==> src/bus_mem_cfg.svh <==
/*
  Backplane slave constants: timing, codes, sizes, bits, register map.
  Assumes a 200 MHz CLOCK; included by bare name.
*/
`ifndef BUS_MEM_CFG_SVH
`define BUS_MEM_CFG_SVH

// clock and acknowledge timing
`define CLK_PERIOD_NS 5
`define EARLY_ACK_NS 270
`define NORMAL_ACK_NS 350
// sync, decode and reply flop cycles beside the wait
`define ACK_OVERHEAD_CYC 5
// longest time rounds down, least time rounds up
`define EARLY_WAIT_CYC 7'((`EARLY_ACK_NS / `CLK_PERIOD_NS) - `ACK_OVERHEAD_CYC)
`define NORMAL_WAIT_CYC 7'(((`NORMAL_ACK_NS + `CLK_PERIOD_NS - 1) / `CLK_PERIOD_NS) - `ACK_OVERHEAD_CYC)
`define WAIT_ZERO 7'h00
`define WAIT_ONE 7'h01

// modifier codes
`define AM_IO 8'h15
`define AM_STD_A 8'h01
`define AM_STD_B 8'h02
`define AM_STD_C 8'h05
`define AM_STD_D 8'h06
`define AM_EXT_A 8'hF1
`define AM_EXT_B 8'hF2
`define AM_EXT_C 8'hF5
`define AM_EXT_D 8'hF6
`define AM_BOTH 8'hFF

// short i/o page and window sizes in 64K granules
`define IO_PAGE 8'hFF
`define UPPER_ZERO 8'h00
`define SIZE_1MB_GRAN 9'h010
`define SIZE_4MB_GRAN 9'h040
`define PAGE_TOP_GRAN 9'h100

// control/status word
`define CSR_PERR_BIT 15
`define CSR_REPORT_BIT 0
`define CSR_RSVD 14'h0000

// local register map (byte offsets, low address byte)
`define REG_IRQ_STATUS 8'h00
`define REG_IRQ_CLEAR 8'h04
`define REG_IRQ_ENABLE 8'h08
`define REG_CSR_VIEW 8'h0C
`define REG_CTRL 8'h10
`define REG_STRAP_VIEW 8'h14

// interrupt event bits
`define IRQ_PARITY 0
`define IRQ_BERR 1
`define IRQ_CSR_WR 2
`define IRQ_W 3
`define IRQ_NONE 3'h0

// control register
`define CTRL_DECODE_EN 0
`define CTRL_RESET 1'h1

`define HTRANS_NONSEQ_BIT 1
`define HRESP_OKAY 1'h0
`define WORD_ZERO 32'h0000_0000

`endif

==> src/bus_mem_pkg.sv <==
/*
  Shared types of the backplane slave.
  Assumes nothing of its surroundings.
*/
`default_nettype none

package bus_mem_pkg;

  // one request, strobes active high
  typedef struct packed {
    logic [31:0] addr;
    logic [7:0] am;
    logic write;
    logic lword;
    logic ds1;
    logic ds0;
    logic [15:0] data;
  } bus_req_t;

  // straps and switches, 1 = fitted or closed
  typedef struct packed {
    logic [15:1] csr_addr;
    logic ram_type;
    logic early_ack;
    logic mem_size;
    logic bus_err_en;
    logic report_pol;
    logic ext_addr;
    logic mod_mode;
    logic [7:0] start_upper;
    logic [7:0] start_lower;
  } straps_t;

  typedef struct packed {
    logic mem_hit;
    logic csr_hit;
  } decode_t;

  typedef enum logic [2:0] {
    ST_IDLE,
    ST_DECODE,
    ST_WAIT,
    ST_REPLY,
    ST_RELEASE
  } cycle_state_t;

endpackage

`default_nettype wire

==> src/bus_sync.sv <==
/*
  Two-flop level synchroniser.
  Assumes inputs quasi-static across the sampling window.
*/
`timescale 1ns/10ps
`default_nettype none

module bus_sync #(
  parameter int WIDTH = 1
) (
  input wire logic CLOCK, // system clock
  input wire logic SYS_RST, // synchronous reset, high
  input wire logic [WIDTH-1:0] d, // asynchronous level
  output logic [WIDTH-1:0] q // synchronised level
);

  logic [WIDTH-1:0] meta;

  // first stage feeds only the second stage
  always_ff @(posedge CLOCK) begin
    if (SYS_RST) begin
      meta <= '0;
      q <= '0;
    end else begin
      meta <= d;
      q <= meta;
    end
  end

endmodule

`default_nettype wire

==> src/mem_window_decode.sv <==
/*
  Window and control word decode, combinational.
  Assumes synchronised request and straps.
*/
`timescale 1ns/10ps
`default_nettype none
`include "bus_mem_cfg.svh"

module mem_window_decode (
  input wire bus_mem_pkg::bus_req_t req, // latched request
  input wire bus_mem_pkg::straps_t straps, // board configuration
  output bus_mem_pkg::decode_t hit // memory or word hit
);
  import bus_mem_pkg::*;

  logic [15:0] gran;
  logic upper_ok;
  logic am_mem_ok;
  logic [8:0] size_gran;
  logic [8:0] sum_gran;
  logic [8:0] end_gran;
  logic in_win;

  // RL4: 24-bit standard view
  assign gran = straps.mod_mode ? req.addr[31:16] : {`UPPER_ZERO, req.addr[23:16]};

  // RL6: upper switches ignored
  assign upper_ok = !straps.ext_addr || (gran[15:8] == straps.start_upper);

  // RL9: strap sets size
  assign size_gran = straps.mem_size ? `SIZE_4MB_GRAN : `SIZE_1MB_GRAN;

  // RL7: end is start plus size
  assign sum_gran = {1'b0, straps.start_lower} + size_gran;

  // RL8: clamp at page boundary
  assign end_gran = (sum_gran > `PAGE_TOP_GRAN) ? `PAGE_TOP_GRAN : sum_gran;

  // RL5: 64K granule compare; RL19: closed switch means one
  assign in_win = (gran[7:0] >= straps.start_lower) && ({1'b0, gran[7:0]} < end_gran);

  // RL4: modifier acceptance per mode
  always_comb begin
    if (straps.mod_mode) begin
      am_mem_ok = (req.am == `AM_EXT_A) || (req.am == `AM_EXT_B) || (req.am == `AM_EXT_C) ||
                  (req.am == `AM_EXT_D) || (req.am == `AM_BOTH);
    end else begin
      am_mem_ok = (req.am == `AM_STD_A) || (req.am == `AM_STD_B) || (req.am == `AM_STD_C) ||
                  (req.am == `AM_STD_D) || (req.am == `AM_BOTH);
    end
  end

  assign hit.mem_hit = am_mem_ok && upper_ok && in_win;

  // RL1: one word in FF page; RL2: strap position; RL3: code 15 only
  assign hit.csr_hit = (req.am == `AM_IO) && (req.addr[23:16] == `IO_PAGE) &&
                       (req.addr[15:1] == straps.csr_addr);

endmodule

`default_nettype wire

==> src/bus_mem_slave.sv <==
/*
  Backplane memory slave: cycle control,
  answer timing, control word,
  ahb-lite window, level interrupt.
  Assumes async backplane pins,
  strobes held until answered; array
  flags parity on PARITY_ERR.
*/
`timescale 1ns/10ps
`default_nettype none
`include "bus_mem_cfg.svh"

// Contract
// RL1: control word is one 16-bit word inside the FF0000-FFFFFF i/o page
// RL2: fifteen straps set word address bits 1..15; none fitted gives FF0000
// RL3: i/o access to the word is accepted only with modifier code 15
// RL4: mode strap picks 24-bit standard codes or 32-bit extended codes
// RL5: window start is any 64K boundary set by switches on bits 16..31
// RL6: extended-address strap off ignores the upper eight start switches
// RL7: window ends at start plus installed size
// RL8: start within 1 MB of page top ends window at page boundary
// RL9: size strap picks one megabyte or four megabytes
// RL10: early strap gives acknowledge within 270 ns of data strobe
// RL11: early mode does not flag read parity errors
// RL12: bus error never driven while bus-error strap is removed
// RL13: reported read parity error sets word bit 15
// RL14: polarity strap absent, writing 1 to bit 0 enables reporting
// RL15: polarity strap fitted, bit 0 is 0 and enables; 1 disables
// RL16: acknowledge after write data taken or read data driven
// RL17: master picks size by strobes, A1, longword; write line high for read
// RL18: reported parity error in normal timing gives bus error instead
// RL19: each closed switch requires its address bit one; all must match (lower switches only set the start of a range compare)
module bus_mem_slave (
  input wire logic CLOCK, // system clock, 200 MHz
  input wire logic SYS_RST, // synchronous reset, active high
  input wire logic HSEL, // ahb slave select
  input wire logic [31:0] HADDR, // ahb address
  input wire logic [1:0] HTRANS, // ahb transfer type
  input wire logic HWRITE, // ahb write
  input wire logic [2:0] HSIZE, // ahb size, word only
  input wire logic [31:0] HWDATA, // ahb write data
  input wire logic HREADY, // ahb ready in
  output logic [31:0] HRDATA, // ahb read data
  output logic HREADYOUT, // ahb ready out
  output logic HRESP, // ahb response
  output logic IRQ, // level interrupt
  input wire logic [31:0] BUS_ADDR, // backplane address
  input wire logic [7:0] BUS_AM, // backplane modifier code
  input wire logic BUS_DS0_N, // low byte strobe
  input wire logic BUS_DS1_N, // high byte strobe
  input wire logic BUS_WRITE_N, // low for write
  input wire logic BUS_LWORD_N, // low for longword
  input wire logic [15:0] BUS_DATA_I, // data lines in
  output logic [15:0] BUS_DATA_O, // data lines out
  output logic BUS_DATA_OE_N, // data drive enable, low drives
  output logic BUS_DTACK_N_O, // acknowledge level, always low
  output logic BUS_DTACK_OE_N, // acknowledge drive, low drives
  output logic BUS_BERR_N_O, // bus error level, always low
  output logic BUS_BERR_OE_N, // bus error drive, low drives
  input wire logic PARITY_ERR, // read parity fault from array
  output logic BOARD_SELECT, // memory cycle select to array
  input wire logic [6:0] CSR_ADDR_LOW_STRAPS, // word address bits 1..7
  input wire logic [7:0] CSR_ADDR_HIGH_STRAPS, // word address bits 8..15
  input wire logic RAM_TYPE_STRAP, // 1 = 256K parts fitted
  input wire logic EARLY_ACK_STRAP, // 1 = early acknowledge
  input wire logic MEM_SIZE_STRAP, // 1 = four megabytes
  input wire logic BUS_ERR_ENABLE_STRAP, // 1 = bus error allowed
  input wire logic PARITY_REPORT_POLARITY_STRAP, // 1 = reporting on at reset
  input wire logic EXTENDED_ADDR_STRAP, // 1 = upper switches used
  input wire logic MODIFIER_MODE_STRAP, // 1 = extended codes
  input wire logic [7:0] START_ADDR_SWITCH_UPPER, // start bits 24..31
  input wire logic [7:0] START_ADDR_SWITCH_LOWER // start bits 16..23
);
  import bus_mem_pkg::*;

  bus_req_t raw_req;
  bus_req_t s_req;
  bus_req_t cur;
  straps_t raw_straps;
  straps_t straps;
  decode_t hit;
  cycle_state_t state;
  logic s_perr;
  logic ds_act;
  logic cur_mem;
  logic cur_csr;
  logic [6:0] wait_cnt;
  logic report_bit;
  logic perr_flag;
  logic report_en;
  logic perr_now;
  logic berr_now;
  logic reply_go;
  logic csr_wr_ev;
  logic dtack_drive;
  logic berr_drive;
  logic data_drive;
  logic [`IRQ_W-1:0] irq_status;
  logic [`IRQ_W-1:0] irq_enable;
  logic [`IRQ_W-1:0] irq_event;
  logic [`IRQ_W-1:0] irq_clear;
  logic decode_en;
  logic ahb_wr;
  logic [7:0] ahb_addr;
  logic ahb_take;
  logic [31:0] next_hrdata;

  // RL17: master sets size and direction, strobes normalised to active high
  assign raw_req = '{addr: BUS_ADDR, am: BUS_AM, write: ~BUS_WRITE_N, lword: ~BUS_LWORD_N,
                     ds1: ~BUS_DS1_N, ds0: ~BUS_DS0_N, data: BUS_DATA_I};
  assign raw_straps = '{csr_addr: {CSR_ADDR_HIGH_STRAPS, CSR_ADDR_LOW_STRAPS},
                        ram_type: RAM_TYPE_STRAP, early_ack: EARLY_ACK_STRAP,
                        mem_size: MEM_SIZE_STRAP, bus_err_en: BUS_ERR_ENABLE_STRAP,
                        report_pol: PARITY_REPORT_POLARITY_STRAP, ext_addr: EXTENDED_ADDR_STRAP,
                        mod_mode: MODIFIER_MODE_STRAP, start_upper: START_ADDR_SWITCH_UPPER,
                        start_lower: START_ADDR_SWITCH_LOWER};

  // backplane pins cross two flops first
  bus_sync #(.WIDTH($bits(bus_req_t))) u_req_sync (
    .CLOCK(CLOCK),
    .SYS_RST(SYS_RST),
    .d(raw_req),
    .q(s_req)
  );

  bus_sync #(.WIDTH($bits(straps_t))) u_strap_sync (
    .CLOCK(CLOCK),
    .SYS_RST(SYS_RST),
    .d(raw_straps),
    .q(straps)
  );

  bus_sync #(.WIDTH(1)) u_perr_sync (
    .CLOCK(CLOCK),
    .SYS_RST(SYS_RST),
    .d(PARITY_ERR),
    .q(s_perr)
  );

  mem_window_decode u_decode (
    .req(cur),
    .straps(straps),
    .hit(hit)
  );

  assign ds_act = s_req.ds0 | s_req.ds1;

  // latch request at strobe start; address settles first
  always_ff @(posedge CLOCK) begin
    if (SYS_RST) begin
      cur <= '0;
    end else if (state == ST_IDLE && ds_act) begin
      cur <= s_req;
    end
  end

  // RL14: strap absent, bit 0 set enables; RL15: strap fitted, bit 0 set disables
  assign report_en = straps.report_pol ? ~report_bit : report_bit;

  assign reply_go = (state == ST_WAIT) && (wait_cnt == `WAIT_ZERO);

  // RL13: reported read parity; RL11: never flagged in early mode
  assign perr_now = reply_go && cur_mem && !cur.write && s_perr && report_en && !straps.early_ack;

  // RL18: bus error replaces acknowledge; RL12: only with strap fitted
  assign berr_now = perr_now && straps.bus_err_en;

  assign csr_wr_ev = (state == ST_DECODE) && decode_en && hit.csr_hit && cur.write;

  // sequencer: decode, wait, reply until strobes release
  always_ff @(posedge CLOCK) begin
    if (SYS_RST) begin
      state <= ST_IDLE;
    end else begin
      case (state)
        ST_IDLE: begin
          if (ds_act) begin
            state <= ST_DECODE;
          end
        end
        ST_DECODE: begin
          if (decode_en && (hit.mem_hit || hit.csr_hit)) begin
            state <= ST_WAIT;
          end else begin
            state <= ST_RELEASE;
          end
        end
        ST_WAIT: begin
          if (wait_cnt == `WAIT_ZERO) begin
            state <= ST_REPLY;
          end
        end
        ST_REPLY: begin
          if (!ds_act) begin
            state <= ST_IDLE;
          end
        end
        ST_RELEASE: begin
          if (!ds_act) begin
            state <= ST_IDLE;
          end
        end
        default: begin
          state <= ST_IDLE;
        end
      endcase
    end
  end

  // target of current cycle, kept to reply end
  always_ff @(posedge CLOCK) begin
    if (SYS_RST) begin
      cur_mem <= 1'b0;
      cur_csr <= 1'b0;
    end else if (state == ST_DECODE) begin
      cur_mem <= decode_en && hit.mem_hit;
      cur_csr <= decode_en && hit.csr_hit && !hit.mem_hit;
    end else if (state == ST_IDLE) begin
      cur_mem <= 1'b0;
      cur_csr <= 1'b0;
    end
  end

  // RL10: early count meets 270 ns; normal count leaves room for read access
  always_ff @(posedge CLOCK) begin
    if (SYS_RST) begin
      wait_cnt <= `WAIT_ZERO;
    end else if (state == ST_DECODE) begin
      wait_cnt <= straps.early_ack ? `EARLY_WAIT_CYC : `NORMAL_WAIT_CYC;
    end else if (state == ST_WAIT && wait_cnt != `WAIT_ZERO) begin
      wait_cnt <= wait_cnt - `WAIT_ONE;
    end
  end

  // array select from decode until strobes go
  always_ff @(posedge CLOCK) begin
    if (SYS_RST) begin
      BOARD_SELECT <= 1'b0;
    end else if (state == ST_DECODE) begin
      BOARD_SELECT <= decode_en && hit.mem_hit;
    end else if (state == ST_IDLE || state == ST_RELEASE) begin
      BOARD_SELECT <= 1'b0;
    end
  end

  // RL16: acknowledge once data is taken or driven
  always_ff @(posedge CLOCK) begin
    if (SYS_RST) begin
      dtack_drive <= 1'b0;
      berr_drive <= 1'b0;
    end else if (reply_go) begin
      dtack_drive <= !berr_now;
      berr_drive <= berr_now;
    end else if (state == ST_REPLY && !ds_act) begin
      dtack_drive <= 1'b0;
      berr_drive <= 1'b0;
    end
  end

  // word read data loaded at decode
  always_ff @(posedge CLOCK) begin
    if (SYS_RST) begin
      BUS_DATA_O <= 16'h0000;
      data_drive <= 1'b0;
    end else if (state == ST_DECODE) begin
      BUS_DATA_O <= {perr_flag, `CSR_RSVD, report_bit};
      data_drive <= decode_en && hit.csr_hit && !hit.mem_hit && !cur.write;
    end else if (state == ST_IDLE || state == ST_RELEASE) begin
      data_drive <= 1'b0;
    end
  end

  // open-drain style pins: level fixed low, enable active low
  assign BUS_DTACK_N_O = 1'b0;
  assign BUS_BERR_N_O = 1'b0;
  assign BUS_DTACK_OE_N = ~dtack_drive;
  // RL12: nothing else reaches the bus error pin
  assign BUS_BERR_OE_N = ~(berr_drive && straps.bus_err_en);
  assign BUS_DATA_OE_N = ~data_drive;

  // RL14: bit 0 written from the low byte; reset value 0
  always_ff @(posedge CLOCK) begin
    if (SYS_RST) begin
      report_bit <= 1'b0;
    end else if (csr_wr_ev && cur.ds0) begin
      report_bit <= cur.data[`CSR_REPORT_BIT];
    end
  end

  // RL13: sticky error bit, a 1 in bit 15 clears it; a new error wins
  always_ff @(posedge CLOCK) begin
    if (SYS_RST) begin
      perr_flag <= 1'b0;
    end else if (perr_now) begin
      perr_flag <= 1'b1;
    end else if (csr_wr_ev && cur.ds1 && cur.data[`CSR_PERR_BIT]) begin
      perr_flag <= 1'b0;
    end
  end

  // local interrupt events, each one clock wide
  always_comb begin
    irq_event = `IRQ_NONE;
    irq_event[`IRQ_PARITY] = perr_now;
    irq_event[`IRQ_BERR] = berr_now && straps.bus_err_en;
    irq_event[`IRQ_CSR_WR] = csr_wr_ev;
  end

  // ahb-lite address phase capture; slave never waits
  assign ahb_take = HSEL && HTRANS[`HTRANS_NONSEQ_BIT] && HREADY;
  assign HREADYOUT = 1'b1;
  assign HRESP = `HRESP_OKAY;

  always_ff @(posedge CLOCK) begin
    if (SYS_RST) begin
      ahb_wr <= 1'b0;
      ahb_addr <= 8'h00;
    end else begin
      ahb_wr <= ahb_take && HWRITE;
      ahb_addr <= HADDR[7:0];
    end
  end

  assign irq_clear = (ahb_wr && ahb_addr == `REG_IRQ_CLEAR) ? HWDATA[`IRQ_W-1:0] : `IRQ_NONE;

  // sticky status: set beats clear in the same cycle
  always_ff @(posedge CLOCK) begin
    if (SYS_RST) begin
      irq_status <= `IRQ_NONE;
    end else begin
      irq_status <= (irq_status & ~irq_clear) | irq_event;
    end
  end

  // software-owned enable and decode control
  always_ff @(posedge CLOCK) begin
    if (SYS_RST) begin
      irq_enable <= `IRQ_NONE;
      decode_en <= `CTRL_RESET;
    end else if (ahb_wr && ahb_addr == `REG_IRQ_ENABLE) begin
      irq_enable <= HWDATA[`IRQ_W-1:0];
    end else if (ahb_wr && ahb_addr == `REG_CTRL) begin
      decode_en <= HWDATA[`CTRL_DECODE_EN];
    end
  end

  // read mux in address phase; unmapped and write-only read 0
  always_comb begin
    next_hrdata = `WORD_ZERO;
    case (HADDR[7:0])
      `REG_IRQ_STATUS: next_hrdata = {29'h0000_0000, irq_status};
      `REG_IRQ_ENABLE: next_hrdata = {29'h0000_0000, irq_enable};
      `REG_CSR_VIEW: next_hrdata = {16'h0000, perr_flag, `CSR_RSVD, report_bit};
      `REG_CTRL: next_hrdata = {31'h0000_0000, decode_en};
      `REG_STRAP_VIEW: next_hrdata = {9'h000, straps.ram_type, straps.early_ack, straps.mem_size,
                                      straps.bus_err_en, straps.report_pol, straps.ext_addr,
                                      straps.mod_mode, straps.start_upper, straps.start_lower};
      default: next_hrdata = `WORD_ZERO;
    endcase
  end

  always_ff @(posedge CLOCK) begin
    if (SYS_RST) begin
      HRDATA <= `WORD_ZERO;
    end else if (ahb_take && !HWRITE) begin
      HRDATA <= next_hrdata;
    end
  end

  // level interrupt from enabled sticky bits
  always_ff @(posedge CLOCK) begin
    if (SYS_RST) begin
      IRQ <= 1'b0;
    end else begin
      IRQ <= |(irq_status & irq_enable);
    end
  end

endmodule

`default_nettype wire

==> config.mk <==
export PLATFORM = sky130hd
export DESIGN_NAME = bus_mem_slave
export DESIGN_NICKNAME = d
export VERILOG_FILES = /design/src/bus_mem_pkg.sv /design/src/bus_sync.sv /design/src/mem_window_decode.sv /design/src/bus_mem_slave.sv
export VERILOG_INCLUDE_DIRS = /design/src
export SDC_FILE = /design/constraint.sdc
export NUM_CORES = 1
export LEC_CHECK = 0
export BUFFER_PORTS_ARGS = -buffer_cell sky130_fd_sc_hd__buf_2
export CORE_ASPECT_RATIO = 0.7
export CORE_MARGIN = 2
export CORE_UTILIZATION = 35
export DETAILED_ROUTE_END_ITERATION = 6
export GPL_TIMING_DRIVEN = 0
export SLEW_MARGIN = 20
export SYNTH_ARGS = -nofsm -noshare
export SYNTH_HDL_FRONTEND = slang
export SYNTH_SLANG_ARGS = --single-unit
==> constraint.sdc <==
create_clock -name CLOCK -period 8.89 [get_ports CLOCK]
set_input_delay 0 -clock CLOCK [delete_from_list [all_inputs] [get_ports CLOCK]]
set_output_delay 0 -clock CLOCK [all_outputs]
set_load 0.02 [all_outputs]
==> results_dict.tcl <==
set metrics [dict create \
    fill_cells 2594 \
    grt_use_met1_pct 24.9 \
    nNetsFinal 1441 \
    skew_ns 0.0159 \
    layout_commonest_cell "dfxtp_1" \
    dpl.hpwl_um 17100 \
    overflow 0 \
    regArea_um2 5390 \
    htree_levels 1 \
    crit_buf_inv 1 \
    cts_tree "built" \
    drt_iter0_markers 389 \
    cts_setup_buffers 0 \
    cp_cell_sequence "inv_1 -> ha_1 -> ha_1 -> and2_1 -> o21ai_1 -> nand2_1 -> ha_1 -> a21o_1 -> a221o_1 -> a41oi_1 -> o2111ai_1 -> a221o_1 -> a2111oi_2" \
    p_leak_nw 5.08 \
    slew_headroom_pct 28.3 \
    die_y_um 142 \
    finalPower_mw 2.52 \
    ys_ff_latch 269 \
    cts_buffers 27 \
    route.detailed.drc 0 \
    drive_above_1_share_pct 16.0 \
    fmax_mhz 282 \
    critical_path_class "reg -> reg" \
    gp_congestion 0.853 \
    hp-class "in -> reg" \
    crit_arrival_ns 3.98 \
    crit_top_cell "ha_1" \
    clock-root-buffer "clkbuf_16" \
    synth_area_per_cell_um2 9.78 \
    port_buffers 127 \
    critPathMaxFanout 7 \
    required_ns 9.32 \
    synth-edff-count 0 \
    status "completed" \
    track_usage_pct 16.5 \
    syn_area_um2 9500 \
    rows 50 \
    hold_viol 0 \
    path_delay_family "compound AO/OA/AOI/OAI gates" \
    critPathMaxStageDelay_ns 0.41 \
    startpoint_type "flop" \
    flow.area_growth_from_synthesis_pct 31.4 \
    cts_sinks 269 \
    first_pass_iters 4 \
    slew_viol_final 0 \
    ios 230 \
    grt_pass1_wl_um 37200 \
    rsz0062_at_grt "no" \
    final_cell_mix "dfxtp_1, nor2b_1, buf_2, nand2_1, dlygate4sd3_1" \
    synth_flop_cell "dfxtp_1" \
    grt_pass1_vias 6785 \
    die_area_um2 28500 \
    post-route-util_pct 46.7 \
    ys_seq_area_share_pct 56.7 \
    cp-end-kind "flop" \
    clk_pin_slew_ns 0.06 \
    cpMaxStageDelayCell "a221o_1" \
    vias 7203 \
    yosysWarnings 0 \
    finalSetupViolations 0 \
    multi_input_area_um2 3750 \
    wire_per_inst_um 14.3 \
    drt-total-wl_um 23400 \
    worst_slew_pin_slew_ns 1.06 \
    postPlaceCellArea_um2 10700 \
    grt_max_degree 15 \
    clockBufferDepth 3 \
    drv_cap 0 \
    antenna_cells 0 \
    hold_buffers 96 \
    grt_busiest_layer "met1" \
    vias_per_cell 4.41 \
    coreArea_um2 26700 \
    fin_crit_sh_pct 39.9 \
    finalSetupTns_ns 0 \
    async_flop_share_pct 0 \
    clkLatencyLatePin_ns 0.54 \
    vdd_drop_max_v 0.000114 \
    use_met3_pct 2.64 \
    cts-resized-gates 0 \
    synth_cells 971 \
    power_density_nw_per_um2 202 \
    antenna_found_initial 0 \
    start_util_pct 35.6 \
    ys_types 59 \
    grt_use_met2_pct 24.3 \
    die_w_um 201 \
    ant_nets 0 \
    period_needed_ns 3.55 \
    design_area_um2 12500 \
]
## sequential cells by signal, summed over array words and instances (netlist names), 7 cells and up
name,cells
cur,44
u_req_sync.meta,44
u_req_sync.q,44
u_strap_sync.meta,38
u_strap_sync.q,38
HRDATA,23
ahb_addr,8
wait_cnt,7
## synthesized netlist by cell type, drive strengths merged, types with 5 or more instances
| cell | instances | share of area [%] |
|---|---|---|
| a21o | 5 | 0.40 |
| nand3b | 7 | 0.55 |
| xnor2 | 11 | 1.0 |
| nor3 | 8 | 0.42 |
| xor2 | 15 | 1.4 |
| nand3 | 13 | 0.68 |
| nand2b | 5 | 0.33 |
| dfxtp | 269 | 57 |
| or4 | 6 | 0.55 |
| inv | 19 | 0.75 |
| nand2 | 115 | 4.5 |
| mux2i | 7 | 0.74 |
| ha | 20 | 2.6 |
| o22ai | 7 | 0.46 |
| nor4 | 8 | 0.68 |
| clkbuf | 46 | 1.8 |
| buf | 31 | 2.3 |
| nor2b | 175 | 12 |
| o21ai | 15 | 0.79 |
| a22oi | 28 | 2.2 |
| a21oi | 64 | 3.4 |
| nor2 | 46 | 1.8 |
| nand4 | 8 | 0.68 |
## final timing paths
check | from | to | slack, ns | cells past startpoint
hold reg to reg | u_req_sync.meta[16] | u_req_sync.q[16] | 0.43 | 1
hold / removal | BUS_ADDR[21] | u_req_sync.meta[49] | 0.20 | 3
setup / recovery | u_strap_sync.q[20] | state[1] | 5.34 | 13
setup reg to reg | u_strap_sync.q[20] | state[1] | 5.34 | 13
## worst reg2reg max path, delay by kind of cell (launching register included)
| kind | cells | cell delay (ns) |
|---|---|---|
| compound gates | 7 | 1.94 |
| fa+ha+maj | 3 | 0.77 |
| flops | 1 | 0.40 |
| simple gates | 2 | 0.28 |
| buf+inv | 1 | 0.06 |
## final cells by class
class | count | share of cell area, %
multi-input combinational | 630 | 30.0
buffer | 77 | 3.15
timing repair buffer | 223 | 12.8
clock inverter | 8 | 0.521
tap | 364 | 3.65
sequential | 269 | 43.1
inverter | 20 | 0.601
clock buffer | 41 | 6.15
## stage by stage
| step | hold WS [ns] | instances | worst slack [ns] |
|---|---|---|---|
| finish | 0.200 | 1632 | 5.34 |
| detailed placement | 0.204 | 1487 | 5.39 |
| CTS | 0.165 | 1632 | 5.36 |
| global route | 0.175 | 1632 | 5.12 |
| global placement | 0.199 | 1487 | 5.40 |
| floorplan | 0.0724 | 996 | 5.81 |
## layer usage
metal | share of wire (%) | wire length, um | vias up
li1 | - | - | 3721
met3 | 5.0 | 1170 | 27
met4 | 1.7 | 398 | 0
met2 | 42 | 9860 | 147
met5 | 0 | 0 | -
met1 | 51 | 12000 | 3308
## cell families after synthesis
| family | share of synthesized area (%) |
|---|---|
| AOI/OAI and AO/OA | 9.42 |
| xor gates and xnor gates | 2.40 |
| adders and majority gates | 2.63 |
| buffers and inverters | 4.93 |
| DFF | 56.7 |
| muxes | 0.738 |
| other | 0.0790 |
| and+or+nand+nor | 23.1 |
## where the power goes
| group | internal, mW | switching, mW | leakage, nW |
|---|---|---|---|
| Combinational | 0.0946 | 0.0955 | 2.46 |
| Sequential | 1.25 | 0.0197 | 2.21 |
| Clock | 0.600 | 0.460 | 0.407 |
| Total | 1.94 | 0.575 | 5.08 |
Power figures use the tool's default switching activity.
